**config.mk**
```make
export PLATFORM = sky130hd
export DESIGN_NAME = srq_status
export DESIGN_NICKNAME = d
export VERILOG_FILES = /design/src/rtl/srq_pkg.sv /design/src/rtl/srq_event_if.sv /design/src/rtl/srq_event_latch.sv /design/src/rtl/srq_sync2.sv /design/src/rtl/srq_status.sv
export VERILOG_INCLUDE_DIRS = /design/src /design/src/rtl
export SDC_FILE = /design/constraint.sdc
export NUM_CORES = 1
export LEC_CHECK = 0
export ABC_AREA = 1
export BUFFER_PORTS_ARGS = -buffer_cell sky130_fd_sc_hd__buf_2
export CORE_MARGIN = 8
export CORE_UTILIZATION = 56
export DETAILED_ROUTE_END_ITERATION = 10
export PLACE_DENSITY = 0.79
export SLEW_MARGIN = 20
export SYNTH_ARGS = -nofsm -noshare
export SYNTH_HDL_FRONTEND = slang
export SYNTH_SLANG_ARGS = --single-unit
```
**constraint.sdc**
```tcl
create_clock -name clk -period 1.6 [get_ports clk]
set_clock_uncertainty 0.1 [all_clocks]
set_input_delay 0 -clock clk [delete_from_list [all_inputs] [get_ports clk]]
set_output_delay 0 -clock clk [all_outputs]
set_load 0.01 [all_outputs]
```
**src/rtl/srq_defines.svh**
```systemverilog
/*
  Bit positions, widths, reset values and command codes of the status-reporting block.
  Assumes inclusion by bare name from the design modules and the simulation files.
*/
`ifndef SRQ_DEFINES_SVH
`define SRQ_DEFINES_SVH

`define SRQ_SUM_QUAL_BIT 3
`define SRQ_SUM_MSG_BIT 4
`define SRQ_SUM_STD_BIT 5
`define SRQ_SUM_RQS_BIT 6
`define SRQ_SUM_OPER_BIT 7

`define SRQ_QUAL_OVER_BIT 0
`define SRQ_QUAL_CONV_BIT 8

`define SRQ_STD_OPC_BIT 0
`define SRQ_STD_QUERY_BIT 2
`define SRQ_STD_DEVDEP_BIT 3
`define SRQ_STD_EXEC_BIT 4
`define SRQ_STD_CMD_BIT 5
`define SRQ_STD_PON_BIT 7

`define SRQ_OPER_MEAS_BIT 4
`define SRQ_OPER_TRIGGER_WAIT_BIT 5
`define SRQ_OPER_ARM_BIT 6
`define SRQ_OPER_DATA_BIT 8
`define SRQ_OPER_BLOCK_BIT 9

`define SRQ_WIDE_USED 16'h7FFF
`define SRQ_QUAL_USED 16'h0101
`define SRQ_OPER_USED 16'h0370
`define SRQ_STD_USED 8'hBD
`define SRQ_SRE_USED 8'hBF
`define SRQ_STD_RESET 8'h80

`define SRQ_SEL_SUMMARY 4'h0
`define SRQ_SEL_SRE 4'h1
`define SRQ_SEL_STD_LATCH 4'h2
`define SRQ_SEL_STD_MASK 4'h3
`define SRQ_SEL_QUAL_COND 4'h4
`define SRQ_SEL_QUAL_EVENT 4'h5
`define SRQ_SEL_QUAL_MASK 4'h6
`define SRQ_SEL_OPER_COND 4'h7
`define SRQ_SEL_OPER_EVENT 4'h8
`define SRQ_SEL_OPER_MASK 4'h9

`endif

```
**src/rtl/srq_pkg.sv**
```systemverilog
/*
  Types shared by the status-reporting block.
  Uses nothing from the defines header; state codes are literal.
*/
package srq_pkg;
  typedef enum logic [1:0] {
    SRQ_IDLE = 2'b00,
    SRQ_PEND = 2'b01
  } srq_state_type;
endpackage : srq_pkg

```
**src/rtl/srq_event_if.sv**
```systemverilog
/*
  Interface carrying one 16-bit register set between the top and its event latch.
  Assumes a single clock shared by both ends.
*/
`timescale 1ns/100ps
interface srq_event_if;
  logic [15:0] cond;
  logic [15:0] event_bits;
  logic [15:0] mask;
  logic clear;
  logic summary;
  modport owner (output cond, output mask, output clear, input event_bits, input summary);
  modport latch (input cond, input mask, input clear, output event_bits, output summary);
endinterface : srq_event_if

```
**src/rtl/srq_event_latch.sv**
```systemverilog
/*
  Event latch of one 16-bit register set: latches changed condition bits and forms the summary.
  Assumes cond is synchronous to clk and clear is a one-cycle pulse.
*/
`timescale 1ns/100ps
`include "srq_defines.svh"
module srq_event_latch (
  // Clock and reset.
  input wire logic clk,
  input wire logic rst,
  // Register set.
  srq_event_if.latch regs
);
  typedef struct packed {
    logic [15:0] prevCond;
    logic [15:0] events;
  } srq_latch_type;

  srq_latch_type state;
  srq_latch_type next_state;

  always_comb begin
    next_state = state;
    next_state.prevCond = regs.cond;
    next_state.events = (regs.clear ? 16'h0000 : state.events)
      | ((regs.cond ^ state.prevCond) & `SRQ_WIDE_USED);
  end

  always_ff @(posedge clk) begin
    if (rst) begin
      state <= '0;
    end else begin
      state <= next_state;
    end
  end

  assign regs.event_bits = state.events & `SRQ_WIDE_USED;
  assign regs.summary = |(state.events & regs.mask);
endmodule : srq_event_latch

```
**src/rtl/srq_sync2.sv**
```systemverilog
/*
  Two-flop synchroniser for a vector of pin levels.
  Assumes inputs are asynchronous to clk.
*/
`timescale 1ns/100ps
module srq_sync2 #(
  parameter int WIDTH = 1
) (
  // Clock and reset.
  input wire logic clk,
  input wire logic rst,
  // Data.
  input wire logic [WIDTH-1:0] din,
  output logic [WIDTH-1:0] dout
);
  typedef struct packed {
    logic [WIDTH-1:0] first;
    logic [WIDTH-1:0] second;
  } srq_sync_type;

  srq_sync_type state;
  srq_sync_type next_state;

  always_comb begin
    next_state.first = din;
    next_state.second = state.first;
  end

  always_ff @(posedge clk) begin
    if (rst) begin
      state <= '0;
    end else begin
      state <= next_state;
    end
  end

  assign dout = state.second;
endmodule : srq_sync2

```
**src/rtl/srq_status.sv**
```systemverilog
/*
  Status-reporting block: summary byte, quality, standard event and operational sets,
  and service request generation with serial-poll clear.
  Assumes a command parser on clk that issues one-cycle strobes and reads; converter
  and measurement status arrive as asynchronous pin levels.
*/
`timescale 1ns/100ps
`include "srq_defines.svh"
// Function
// - Bit 3: enabled quality events present
// - Bit 4: output queue not empty
// - Bit 5: enabled standard events present
// - Status query bit 6 is master summary
// - Serial poll bit 6 is request flag
// - Bit 7: enabled operational events present
// - Quality bit 0: converter over range
// - Quality bit 8: converter hardware error
// - Standard set: latch, mask; bit0 operation-complete
// - Bits 2-5 from parser errors
// - Bit 7 set at power on
// - Operational bit 4 while measuring
// - Bit 5 ready for trigger; gate triggers
// - Bit 6 while engine idle awaiting arm
// - Bits 8, 9: data, block ready
// - Clear-status zeroes events, empties errors, keeps masks
// - Standard mask written and read weighted
// - Reading standard latch returns then clears
// - Standard bits stick until read or clear
// - Event bits latch on any condition change
// - Wide registers 16 bits, bit 15 zero
// - Request starts on enabled rise, not pending
// - Serial poll clears request, keeps others
module srq_status (
  // Clock and reset.
  input wire logic clk,
  input wire logic rst,
  // Converter and measurement pin levels.
  input wire logic overRange,
  input wire logic convError,
  input wire logic measuring,
  input wire logic engineIdle,
  input wire logic armedForTrigger,
  input wire logic dataReady,
  input wire logic blockReady,
  // Trigger in and gated trigger out.
  input wire logic triggerIn,
  output logic triggerAccepted,
  // Parser event strobes.
  input wire logic opcCmd,
  input wire logic queryError,
  input wire logic devDepError,
  input wire logic execError,
  input wire logic cmdError,
  input wire logic clearStatus,
  // Output queue state.
  input wire logic outQueueNotEmpty,
  output logic errorQueueFlush,
  // Register access from the parser.
  input wire logic regWrite,
  input wire logic regRead,
  input wire logic [3:0] regSel,
  input wire logic [15:0] regWdata,
  output logic [15:0] regRdata,
  // Serial poll and service request line.
  input wire logic serialPoll,
  output logic [7:0] pollByte,
  output logic serviceRequest
);
  typedef struct packed {
    srq_pkg::srq_state_type srqState;
    logic [7:0] stdLatch;
    logic [7:0] stdMask;
    logic [7:0] sreMask;
    logic [15:0] qualMask;
    logic [15:0] operMask;
    logic [7:0] prevSummary;
    logic [15:0] rdata;
    logic [7:0] poll;
    logic flush;
    logic trigOut;
  } srq_top_type;

  srq_top_type state;
  srq_top_type next_state;

  logic [6:0] pins;
  logic [7:0] summary;
  logic masterSummary;
  logic [7:0] stdSet;

  srq_event_if qualIf ();
  srq_event_if operIf ();

  srq_sync2 #(.WIDTH(7)) pinSync (
    .clk(clk),
    .rst(rst),
    .din({blockReady, dataReady, engineIdle, armedForTrigger, measuring, convError, overRange}),
    .dout(pins)
  );

  srq_event_latch qualLatch (
    .clk(clk),
    .rst(rst),
    .regs(qualIf.latch)
  );

  srq_event_latch operLatch (
    .clk(clk),
    .rst(rst),
    .regs(operIf.latch)
  );

  always_comb begin
    qualIf.cond = 16'h0000;
    qualIf.cond[`SRQ_QUAL_OVER_BIT] = pins[0];
    qualIf.cond[`SRQ_QUAL_CONV_BIT] = pins[1];
    operIf.cond = 16'h0000;
    operIf.cond[`SRQ_OPER_MEAS_BIT] = pins[2];
    operIf.cond[`SRQ_OPER_TRIGGER_WAIT_BIT] = pins[3];
    operIf.cond[`SRQ_OPER_ARM_BIT] = pins[4];
    operIf.cond[`SRQ_OPER_DATA_BIT] = pins[5];
    operIf.cond[`SRQ_OPER_BLOCK_BIT] = pins[6];
  end

  assign qualIf.mask = state.qualMask;
  assign operIf.mask = state.operMask;
  assign qualIf.clear = clearStatus;
  assign operIf.clear = clearStatus;

  always_comb begin
    summary = 8'h00;
    summary[`SRQ_SUM_QUAL_BIT] = qualIf.summary;
    summary[`SRQ_SUM_MSG_BIT] = outQueueNotEmpty;
    summary[`SRQ_SUM_STD_BIT] = |(state.stdLatch & state.stdMask);
    summary[`SRQ_SUM_OPER_BIT] = operIf.summary;
    masterSummary = |(summary & state.sreMask);
  end

  always_comb begin
    stdSet = 8'h00;
    stdSet[`SRQ_STD_OPC_BIT] = opcCmd;
    stdSet[`SRQ_STD_QUERY_BIT] = queryError;
    stdSet[`SRQ_STD_DEVDEP_BIT] = devDepError;
    stdSet[`SRQ_STD_EXEC_BIT] = execError;
    stdSet[`SRQ_STD_CMD_BIT] = cmdError;
  end

  always_comb begin
    next_state = state;
    next_state.prevSummary = summary;
    next_state.flush = clearStatus;
    next_state.trigOut = triggerIn & pins[3];
    next_state.rdata = 16'h0000;
    if (clearStatus) begin
      next_state.stdLatch = 8'h00;
    end
    if (regRead) begin
      case (regSel)
        `SRQ_SEL_SUMMARY: next_state.rdata = {8'h00, summary | {1'b0, masterSummary, 6'h00}};
        `SRQ_SEL_SRE: next_state.rdata = {8'h00, state.sreMask};
        `SRQ_SEL_STD_LATCH: begin
          next_state.rdata = {8'h00, state.stdLatch};
          next_state.stdLatch = 8'h00;
        end
        `SRQ_SEL_STD_MASK: next_state.rdata = {8'h00, state.stdMask};
        `SRQ_SEL_QUAL_COND: next_state.rdata = qualIf.cond;
        `SRQ_SEL_QUAL_EVENT: next_state.rdata = qualIf.event_bits;
        `SRQ_SEL_QUAL_MASK: next_state.rdata = state.qualMask;
        `SRQ_SEL_OPER_COND: next_state.rdata = operIf.cond;
        `SRQ_SEL_OPER_EVENT: next_state.rdata = operIf.event_bits;
        `SRQ_SEL_OPER_MASK: next_state.rdata = state.operMask;
        default: next_state.rdata = 16'h0000;
      endcase
    end
    next_state.stdLatch = next_state.stdLatch | stdSet;
    if (regWrite) begin
      case (regSel)
        `SRQ_SEL_SRE: next_state.sreMask = regWdata[7:0] & `SRQ_SRE_USED;
        `SRQ_SEL_STD_MASK: next_state.stdMask = regWdata[7:0];
        `SRQ_SEL_QUAL_MASK: next_state.qualMask = regWdata & `SRQ_WIDE_USED;
        `SRQ_SEL_OPER_MASK: next_state.operMask = regWdata & `SRQ_WIDE_USED;
        default: next_state.sreMask = state.sreMask;
      endcase
    end
    next_state.poll = 8'h00;
    if (serialPoll) begin
      next_state.poll = summary | {1'b0, state.srqState == srq_pkg::SRQ_PEND, 6'h00};
    end
    case (state.srqState)
      srq_pkg::SRQ_IDLE: begin
        if (|(summary & ~state.prevSummary & state.sreMask)) begin
          next_state.srqState = srq_pkg::SRQ_PEND;
        end
      end
      srq_pkg::SRQ_PEND: begin
        if (serialPoll) begin
          next_state.srqState = srq_pkg::SRQ_IDLE;
        end
      end
      default: next_state.srqState = srq_pkg::SRQ_IDLE;
    endcase
  end

  always_ff @(posedge clk) begin
    if (rst) begin
      state <= '0;
      state.stdLatch <= `SRQ_STD_RESET;
    end else begin
      state <= next_state;
    end
  end

  assign regRdata = state.rdata;
  assign pollByte = state.poll;
  assign serviceRequest = (state.srqState == srq_pkg::SRQ_PEND);
  assign errorQueueFlush = state.flush;
  assign triggerAccepted = state.trigOut;
endmodule : srq_status

```
Word-level counts from Yosys, hierarchy flattened
Cells that the tools add are included.
{"block": "classes", "add_sub_neg": 0, "mul": 0, "div": 0, "magnitude_cmp": 0, "eq_ne": 12, "shifts": 0, "n_mux": 9, "n_bitwise": 17, "n_reduce_logical": 14}
{"operator": "$pmux W15 S10", "count": 1}
{"operator": "$and A16 B15 Y16", "count": 2}
{"operator": "$and A8 B8 Y8", "count": 4}
{"operator": "$mux W16", "count": 2}
{"operator": "$or A16 B15 Y16", "count": 2}
{"operator": "$reduce_or A16 Y1", "count": 2}
{"operator": "$mux W8", "count": 3}
{"operator": "$reduce_or A8 Y1", "count": 3}
{"operator": "$eq A4 B3 Y1 const B", "count": 4}
{"operator": "$or A8 B7 Y8", "count": 2}
{"operator": "$xor A10 B15 Y15", "count": 1}
{"operator": "$xor A9 B15 Y15", "count": 1}
{"operator": "$reduce_and A2 Y1", "count": 5}
{"operator": "$eq A4 B2 Y1 const B", "count": 2}
{"operator": "$eq A4 B4 Y1 const B", "count": 2}
{"operator": "$not A8 Y8", "count": 1}
{"operator": "$or A8 B6 Y8", "count": 1}
{"operator": "$eq A4 B1 Y1 const B", "count": 1}
{"operator": "$logic_not A4 Y1", "count": 1}
{"operator": "$mux W2", "count": 2}
{"operator": "$ne A2 B2 Y1 const B", "count": 2}
{"operator": "$pmux W2 S2", "count": 1}
{"operator": "$reduce_or A2 Y1", "count": 2}
{"operator": "$eq A2 B1 Y1 const B", "count": 1}
{"operator": "other kinds (3)", "count": 4}
{"block": "totals", "regBits": 142, "latchBits": 0, "ram_bits": 0, "rom_bits": 0, "input_bits": 40, "output_inout_bits": 27, "memories": 0}

Depth between registers and ports, before layout
Gate-level depths: netlist of the first run.
{"block": "depth", "ltp_word": 7, "ltp_mapped": 10, "mapped_depth_nobuf": 10}

Modules after synthesis
A second synthesis of the first run with hierarchy kept.
{"block": "unflattened", "cells_unflattened": 961, "area_unflattened_um2": 6901.6}
{"mod": "srq_status", "instances": 1, "cells_each": 504, "area_each_um2": 3687.3, "seq_area_each_um2": 1621.6}
{"mod": "srq_event_latch", "instances": 2, "cells_each": 207, "area_each_um2": 1408.9, "seq_area_each_um2": 600.6}
{"mod": "srq_sync2", "instances": 1, "cells_each": 43, "area_each_um2": 396.6, "seq_area_each_um2": 280.3}

Worst setup path before layout of the first run
Ideal clock, no wire load.
{"block": "synth_path", "path_type": "register to register", "start": "register operLatch.state (netlist bit operLatch.regs.event_bits[5])", "end": "register state[90] (netlist bit)", "setup_time_ns": 0.109, "arrival_time_ns": 0.940, "t_required_ns": 1.391, "path_slack_ns": 0.451, "path_stages_with_launch": 8, "n_path_buf": 0, "path_cell_list": "dfxtp_1 nand2_1 nand3_1 or2_2 nand3b_1 nand3_1 nand2_1 inv_1"}
{"block": "synth_between", "elab_chain_cells": 7}
{"element": "start: declaration", "line_no": "srq_event_latch.sv:19", "source": "srq_latch_type state;"}
{"element": "start signal: assignment", "line_no": "srq_event_latch.sv:33", "source": "state <= next_state;"}
{"element": "$and A16 B15 Y16", "line_no": "srq_event_latch.sv:38", "source": "assign regs.summary = |(state.events & regs.mask);"}
{"element": "$reduce_or A16 Y1", "line_no": "srq_event_latch.sv:38"}
{"element": "$and A8 B8 Y8 (2 in series)", "line_no": "srq_status.sv:191", "source": "if (|(summary & ~state.prevSummary & state.sreMask)) begin"}
{"element": "$reduce_or A8 Y1", "line_no": "srq_status.sv:191"}
{"element": "$ne A2 B2 Y1 (no source line)"}
{"element": "$reduce_and A2 Y1 (no source line)"}
{"element": "end signal: assignment", "line_no": "srq_status.sv:209", "source": "state <= next_state;"}
{"element": "end: declaration", "line_no": "srq_status.sv:83", "source": "srq_top_type state;"}
Every way passes these cells.
A chain may end at the register's enable or synchronous reset.

Worst setup path after layout of the first run
{"block": "layout_path", "start": "input clearStatus", "end": "register state[83] (netlist bit)"}
{"block": "layout_between", "elab_chain_cells": 4}
{"element": "start: declaration", "line_no": "srq_status.sv:54", "source": "input wire logic clearStatus,"}
{"element": "$mux W8 *", "line_no": "srq_status.sv:154", "source": "if (clearStatus) begin"}
{"element": "$mux W8", "line_no": "srq_status.sv:158", "source": "case (regSel)"}
{"element": "$mux W8 *", "line_no": "srq_status.sv:157", "source": "if (regRead) begin"}
{"element": "$or A8 B6 Y8 *", "line_no": "srq_status.sv:175", "source": "next_state.stdLatch = next_state.stdLatch | stdSet;"}
Every way passes the cells marked *; elsewhere a longest branch is shown, timed or not.

==> results_dict.tcl, run 1 <==
set metrics [dict create \
    grt_pass1_vias 3840 \
    crit_chain "dlygate4sd3_1, buf_2, clkinv_1, nand4_1, dlygate4sd3_1, inv_1" \
    yosysSeqAreaShare_pct 48.5 \
    dp.final_hpwl_mm 7.44 \
    grt_first_pass_wirelength_mm 18.1 \
    internal_power_mw 3.72 \
    clock_latency_ns 0.38 \
    synth_area_mm2 0.00446 \
    worstPathArrival_ns 1.70 \
    io_pins 67 \
    crit_slowest_cell "dlygate4sd3_1" \
    cpMostUsedCell "dlygate4sd3_1" \
    syn_avg_cell_area_um2 7.66 \
    cts_resized 0 \
    fin_crit_ns 1.52 \
    groute.usage.overall_pct 19.9 \
    drive_gt1_share_pct 18.1 \
    grt_overflow 0 \
    postRouteAntennaNets 0 \
    postCtsSetupBuffers 0 \
    cts_buffer_depth 2 \
    ctsHtreeMaxLevel 3 \
    cp_data_required_time_ns 1.78 \
    cts_buffers 9 \
    die_area_mm2 0.0111 \
    cts.root.buffer_cell "clkbuf_8" \
    p_seq_share_pct 56.5 \
    io_buffers 61 \
    fin_nets 697 \
    synthToLayoutAreaGrowth_pct 17.2 \
    power.switching_mw 1.23 \
    combPwrFrac_pct 8.7 \
    wl_per_cell_um 14.1 \
    start_util_pct 57.7 \
    fin_util_pct 67.6 \
    drv_cap 0 \
    cp_slowest_stage_delay_ns 0.56 \
    vias 3889 \
    critical_path.max_fanout 10 \
    avgViaCountPerCell 5.09 \
    post-route-drc-count 0 \
    startpoint_type "primary input" \
    grt_antenna_before_repair 0 \
    mostFrequentLayoutCell "dfxtp_1" \
    hold_viol_final 0 \
    status "complete, no violations" \
    path_clk_slew_ns 0.09 \
    ys_top_cells_by_area "dfxtp_1 (48%), nand2_1 (7.9%), inv_1 (6.4%)" \
    leakage_nw 2.29 \
    clkPwrFrac_pct 34.8 \
    max_freq_ghz 0.658 \
    grt_start_max_net_pins 47 \
    finalSetupViolations 0 \
    firstDrtPassIters 5 \
    wirelength_mm 10.8 \
    period_share_pct 94.9 \
    syn_inst 582 \
    postCtsHoldBufs 36 \
    worst-setup-path-type "primary input to flop" \
    die_y_um 105 \
    synth_top_area_share_pct 48.5 \
    yosysUniqueCellTypes 32 \
    swShare_pct 24.9 \
    row_count 32 \
    final_cell_mix "dfxtp_1 (108), nand2_1 (94), inv_1 (76)" \
    holdCritPathClass "primary input to flop" \
    power_density_mw_per_mm2 947 \
    numClockSinks 108 \
    yosys.area.top_type "dfxtp_1" \
    gp_congestion 0.924 \
    setup_tns_ns 0 \
    drv_slew 0 \
    end_kind "flop" \
    drt_iter0_markers 293 \
    ys_warn_count 0 \
    cp_top_family "buffers and inverters" \
    diodes 0 \
    synth_seq_cells 108 \
    path_buf_inv 5 \
    rsz0062_at_grt "false" \
    dieWidth_um 105 \
    core_mm2 0.00773 \
    cts_tree "yes" \
    ir_drop_uv 967 \
]
==> per-stage QoR <==
step	instance area [µm²]	total power, mW	instances	setup WS, ns	hold WS, ns
global route	5230	5.15	764	0.00744	0.0584
finish	5230	4.95	764	0.0812	0.0340
detailed placement	4660	3.22	712	0.131	0.109
global placement	4660	3.20	712	0.237	0.0986
floorplan	4470	3.08	585	0.451	0.00697
CTS	5230	4.96	764	0.126	0.0201
==> cell usage after synthesis <==
cell	number
inv_1	76
or2_2	1
nand2_2	4
clkbuf_1	8
nor2_1	63
o21ai_0	24
o211ai_1	1
buf_6	9
a22o_1	2
buf_4	24
o21ai_1	29
nor2_2	2
conb_1	1
inv_2	8
nand4_1	3
buf_1	3
nand3_4	1
dfxtp_1	108
a21oi_2	8
nand2_4	3
nand3b_1	3
nand3_1	32
clkinv_1	1
nand2_1	94
inv_4	2
a21boi_0	1
a21oi_1	55
o22ai_1	7
nor2_4	3
buf_2	2
o21ai_2	1
nor3_1	3
==> final cells by class <==
type	instances	area, µm²
repair buffers	107	753
inverters	87	332
clock buffers	10	138
clock inverters	6	70.1
multi-input cells	344	1650
flip-flops and latches	108	2160
fillers	652	2500
well taps	102	128
==> power by group through the flow <==
stage,registers (mW),clock network [mW],logic (mW)
6_report,2.80,1.72,0.431
5_1_grt,2.81,1.86,0.479
4_1_cts,2.80,1.73,0.426
3_5_place_dp,2.86,0,0.360
3_3_place_gp,2.86,0,0.348
2_1_floorplan,2.85,0,0.236
==> sequential cells by signal (all words and copies together) (netlist names) <==
register / cells
qualIf.mask: 15
operLatch.regs.event_bits: 5
triggerAccepted: 1
operLatch.state: 5
pinSync.next_state: 7
errorQueueFlush: 1
state: 28
operIf.mask: 15
qualLatch.regs.event_bits: 2
regRdata: 15
pollByte: 5
pinSync.dout: 7
qualLatch.state: 2
==> metal layers <==
metal  routed length [µm]  global-route usage, %  part of all wire, %
met5                    0                      0                    0
met3                  855                   6.82                  7.9
met1                 4540                   23.9                   42
met2                 5120                   32.8                   47
met4                  273                   6.32                  2.5
==> worst min-delay path, delay by kind of cell <==
| kind | cells | cell delay, ns |
|---|---|---|
| AOI/OAI and AO/OA | 1 | 0.06 |
| and+or+nand+nor | 3 | 0.22 |
| buffers and inverters | 2 | 0.18 |
==> worst paths after layout <==
| kind | from | end | slack, ns | cells past startpoint |
|---|---|---|---|---|
| worst max register to register | operLatch.regs.event_bits[8] | state[90] | 0.29 | 7 |
| worst min register to register | pinSync.next_state[6] | pinSync.dout[6] | 0.31 | 2 |
| worst min-delay path | regSel[3] | regRdata[6] | 0.03 | 6 |
| worst max-delay path | clearStatus | state[83] | 0.08 | 6 |
==> cells by family (layout without fill, tap and decap cells) <==
| kind of cell | count (synthesis) | count (layout) | share of synthesized area [%] |
|---|---|---|---|
| AOI/OAI and AO/OA | 128 | 128 | 15.6 |
| and+or+nand+nor | 212 | 212 | 21.0 |
| buffers and inverters | 133 | 210 | 14.9 |
| other | 1 | 4 | 0.0841 |
| DFF | 108 | 108 | 48.5 |
(Power assumes the default switching activity.)
==> run 2, diff against run 1 <==
--- a/config.mk
+++ b/config.mk
@@ -8,6 +8,7 @@
 export LEC_CHECK = 0
 export ABC_AREA = 1
 export BUFFER_PORTS_ARGS = -buffer_cell sky130_fd_sc_hd__buf_2
+export CORE_ASPECT_RATIO = 1.25
 export CORE_MARGIN = 8
 export CORE_UTILIZATION = 56
 export DETAILED_ROUTE_END_ITERATION = 10
==> results_dict.tcl, run 2 (same netlist as run 1, synthesis figures left out) <==
set metrics [dict create \
    status "complete, no violations" \
    startpoint_type "primary input" \
    leakage_nw 2.28 \
    dieWidth_um 95.8 \
    drive_gt1_share_pct 17.9 \
    fin_nets 698 \
    tightest_slew_ns 0.649 \
    rrSetupSlack_ns 0.27 \
    ctsHtreeMaxLevel 3 \
    setup_tns_ns 0 \
    cts_tree "yes" \
    cts.root.buffer_cell "clkbuf_8" \
    clock_latency_ns 0.37 \
    worstPathArrival_ns 1.65 \
    mostFrequentLayoutCell "dfxtp_1" \
    clkPwrFrac_pct 33.7 \
    ir_drop_uv 654 \
    synthToLayoutAreaGrowth_pct 16.5 \
    combPwrFrac_pct 8.8 \
    drv_slew 0 \
    swShare_pct 23.3 \
    post-route-drc-count 0 \
    power_density_mw_per_mm2 935 \
    cts_buffers 9 \
    hold_depth 6 \
    dp_slack_ns 0.172 \
    wl_per_cell_um 14.3 \
    ff_latch_area_mm2 0.00216 \
    drv_cap 0 \
    io_buffers 61 \
    io_pins 67 \
    max_flop_register "state" \
    largest_reg_flops 28 \
    rsz0062_at_grt "false" \
    fill_cells 653 \
    critical_path.max_fanout 12 \
    start_util_pct 57.6 \
    grt_antenna_before_repair 0 \
    die_y_um 116 \
    core_mm2 0.00775 \
    die_area_mm2 0.0111 \
    slew_headroom_pct 56.6 \
    groute.usage.overall_pct 20.9 \
    power.switching_mw 1.13 \
    drt_iter0_markers 222 \
    grt_overflow 0 \
    multi_input_area_mm2 0.00165 \
    p_seq_share_pct 57.5 \
    vias 3870 \
    finalSetupViolations 0 \
    fin_crit_ns 1.45 \
    holdPathEnd "regRdata[6]" \
    worst_r2r_path_depth 7 \
    end_kind "flop" \
    avgViaCountPerCell 5.12 \
    fin_ws_ns 0.151 \
    grt_pass1_vias 3785 \
    wirelength_mm 10.8 \
    gp_congestion 0.858 \
    holdCritPathClass "primary input to flop" \
    row_count 36 \
    max_freq_ghz 0.690 \
    worstReg2RegEnd "state[90]" \
    grt_start_max_net_pins 47 \
    postRouteAntennaNets 0 \
    reg2reg_from "operLatch.regs.event_bits[9]" \
    numClockSinks 108 \
    internal_power_mw 3.73 \
    diodes 0 \
    dp.final_hpwl_mm 7.67 \
    hold_viol_final 0 \
    fin_util_pct 67.1 \
    firstDrtPassIters 5 \
    hold_start "regSel[3]" \
    grt_first_pass_wirelength_mm 18.0 \
    cp_data_required_time_ns 1.80 \
    whs_ns 0.0308 \
    worst-setup-path-type "primary input to flop" \
    path_clk_slew_ns 0.09 \
    final_cell_mix "dfxtp_1 (108), nand2_1 (94), inv_1 (76)" \
    cts_buffer_depth 2 \
    period_share_pct 90.6 \
]
## run 2: cell type report
class,count,share of cell area (%)
Sequential cell,108,41.6
Timing Repair Buffer,108,14.4
Inverter,87,6.38
Clock buffer,12,2.99
Tap cell,95,2.29
Multi-Input combinational cell,344,31.7
Clock inverter,2,0.674
## run 2: worst max-delay path by stage
| stage | startpoint | to | slack [ns] |
|---|---|---|---|
| floorplan | operLatch.regs.event_bits[5] | state[90] | 0.45 |
| global placement | regSel[2] | state[77] | 0.21 |
| detailed placement | regSel[2] | state[66] | 0.17 |
| CTS | regSel[3] | qualIf.mask[13] | 0.20 |
| global route | regSel[3] | qualIf.mask[13] | 0.04 |
| finish | regSel[3] | qualIf.mask[13] | 0.15 |
## run 2: layer usage
metal  global-route usage [%]  vias to the layer above  share of wire [%]
li1                         -                     1955                  -
met1                     25.0                     1803                 43
met2                     35.0                       98                 50
met3                     4.67                       14                5.9
met4                     8.63                        0                1.8
met5                        0                        -                  0
## run 2: what timing repair did
item / CTS / global route
endpoints found under the hold margin: 71 / 0
buffers inserted: 0 / 0
hold buffers: 36 / 0
resized for setup: 0 / 0
## run 2: power by group through the flow
| stage | Clock [mW] | Sequential, mW | Combinational, mW |
|---|---|---|---|
| global route | 1.80 | 2.80 | 0.475 |
| CTS | 1.68 | 2.79 | 0.425 |
| floorplan | 0 | 2.85 | 0.236 |
| detailed placement | 0 | 2.86 | 0.359 |
| finish | 1.64 | 2.79 | 0.428 |
| global placement | 0 | 2.85 | 0.349 |
## run 2: per-stage QoR
| stage | power [mW] | std cells | instance area [µm²] |
|---|---|---|---|
| floorplan | 3.08 | 585 | 4470 |
| global placement | 3.20 | 706 | 4650 |
| detailed placement | 3.22 | 706 | 4650 |
| CTS | 4.89 | 756 | 5200 |
| global route | 5.08 | 756 | 5200 |
| finish | 4.86 | 756 | 5200 |
## run 2: critical path: stages
cell and delay [ns]:
buf_2 0.10, inv_1 0.12, nand2_1 0.10, inv_2 0.13, nand2_4 0.13, inv_4 0.10, buf_4 0.17, nand3_1 0.08
dlygate4sd3_1 0.57, a21oi_1 0.14
==> run 3, diff against run 2 <==
--- a/config.mk
+++ b/config.mk
@@ -13,6 +13,7 @@
 export CORE_UTILIZATION = 56
 export DETAILED_ROUTE_END_ITERATION = 10
 export PLACE_DENSITY = 0.79
+export RECOVER_POWER = 50
 export SLEW_MARGIN = 20
 export SYNTH_ARGS = -nofsm -noshare
 export SYNTH_HDL_FRONTEND = slang
==> results_dict.tcl, run 3 (same netlist as run 1, synthesis figures left out) <==
set metrics [dict create \
    groute.usage.overall_pct 20.9 \
    vias 3895 \
    leakage_nw 2.18 \
    cts_buffers 9 \
    status "complete, no violations" \
    cts.root.buffer_cell "clkbuf_8" \
    drt_iter0_markers 233 \
    grt_start_max_net_pins 47 \
    post-route-drc-count 0 \
    cp_data_required_time_ns 1.79 \
    clock_latency_ns 0.37 \
    setup_tns_ns 0 \
    slew_headroom_pct 34.7 \
    postCtsSetupBuffers 0 \
    grt_antenna_before_repair 0 \
    cts_buffer_depth 2 \
    drive_gt1_share_pct 13.9 \
    drv_slew 0 \
    rsz0062_at_grt "false" \
    dieWidth_um 95.8 \
    gp_congestion 0.858 \
    grt_pass1_vias 3785 \
    hold_viol_final 0 \
    wirelength_mm 10.9 \
    mostFrequentLayoutCell "dfxtp_1" \
    worstPathArrival_ns 1.65 \
    whs_ns 0.0270 \
    tightest_slew_ns 0.980 \
    die_y_um 116 \
    grt_overflow 0 \
    dp.final_hpwl_mm 7.67 \
    grt_first_pass_wirelength_mm 18.0 \
    largest_reg_flops 28 \
    die_area_mm2 0.0111 \
    finalSetupViolations 0 \
    wl_per_cell_um 14.4 \
    synthToLayoutAreaGrowth_pct 15.7 \
    firstDrtPassIters 5 \
    cts_tree "yes" \
    io_buffers 61 \
    startpoint_type "primary input" \
    critical_path.max_fanout 12 \
    row_count 36 \
    core_mm2 0.00775 \
    postRouteAntennaNets 0 \
    power_density_mw_per_mm2 942 \
    final_cell_mix "dfxtp_1 (108), nand2_1 (94), inv_1 (77)" \
    holdCritPathClass "primary input to flop" \
    max_flop_register "state" \
    end_kind "flop" \
    period_share_pct 91.4 \
    numClockSinks 108 \
    diodes 0 \
    start_util_pct 57.6 \
    ctsHtreeMaxLevel 3 \
    max_freq_ghz 0.684 \
    ir_drop_uv 655 \
    drv_cap 0 \
    io_pins 67 \
    fin_nets 698 \
    avgViaCountPerCell 5.15 \
    fin_crit_ns 1.46 \
    path_clk_slew_ns 0.10 \
    worst-setup-path-type "primary input to flop" \
]
run 3: cell count changes in the layout (fill, tap and decap cells not counted), sizes merged:
cell / delta
clkbuf: +26
buf: -26
run 3: report_power, final:
| part | switching (mW) | leakage [nW] | total (mW) | internal, mW |
|---|---|---|---|---|
| clock network | 0.850 | 0.0983 | 1.64 | 0.791 |
| registers | 0.0380 | 0.879 | 2.80 | 2.76 |
| logic | 0.251 | 1.20 | 0.425 | 0.174 |
run 3: final cells by class:
| cell class | instances | area [µm²] |
|---|---|---|
| Inverter | 87 | 332 |
| Sequential cell | 108 | 2160 |
| Multi-Input combinational cell | 344 | 1650 |
| Timing Repair Buffer | 108 | 714 |
| Clock buffer | 12 | 155 |
| Tap cell | 95 | 119 |
| Fill cell | 668 | 2580 |
| Clock inverter | 2 | 35.0 |
run 3: per-layer routing:
| layer | part of all wire, % | global-route usage (%) |
|---|---|---|
| met5 | 0 | 0 |
| met1 | 43 | 25.0 |
| met2 | 50 | 35.0 |
| met4 | 1.9 | 8.63 |
| met3 | 5.2 | 4.67 |
run 3: per-stage QoR:
stage / area [µm²] / util, % / worst slack, ns / total power, mW / cells
floorplan: 4470 / - / 0.451 / 3.08 / 585
global placement: 4650 / 60.0 / 0.211 / 3.20 / 706
detailed placement: 4650 / 60.0 / 0.172 / 3.22 / 706
CTS: 5200 / 67.1 / 0.196 / 4.89 / 756
global route: 5160 / 66.6 / 0.0188 / 5.08 / 756
finish: 5160 / 66.6 / 0.138 / 4.86 / 756
run 3: what timing repair did:
action	CTS	global route
hold buffers	36	0
setup endpoints to repair	0	0
resized for setup	0	0
hold endpoints to repair	71	0
run 3: path summary, 6_finish.rpt:
kind                                 from               to  slack, ns  cells after the start
max                             regSel[3]  qualIf.mask[13]       0.14                     10
min reg2reg         pinSync.next_state[1]  pinSync.dout[1]       0.30                      2
max reg2reg  operLatch.regs.event_bits[9]        state[90]       0.26                      7
min                             regSel[3]        state[73]       0.03                      6
run 3: critical path: stages:
cell	delay [ns]
buf_2	0.10
inv_1	0.12
nand2_1	0.10
inv_2	0.13
nand2_4	0.13
inv_4	0.10
buf_4	0.17
nand3_1	0.08
dlygate4sd3_1	0.57
a21oi_1	0.14
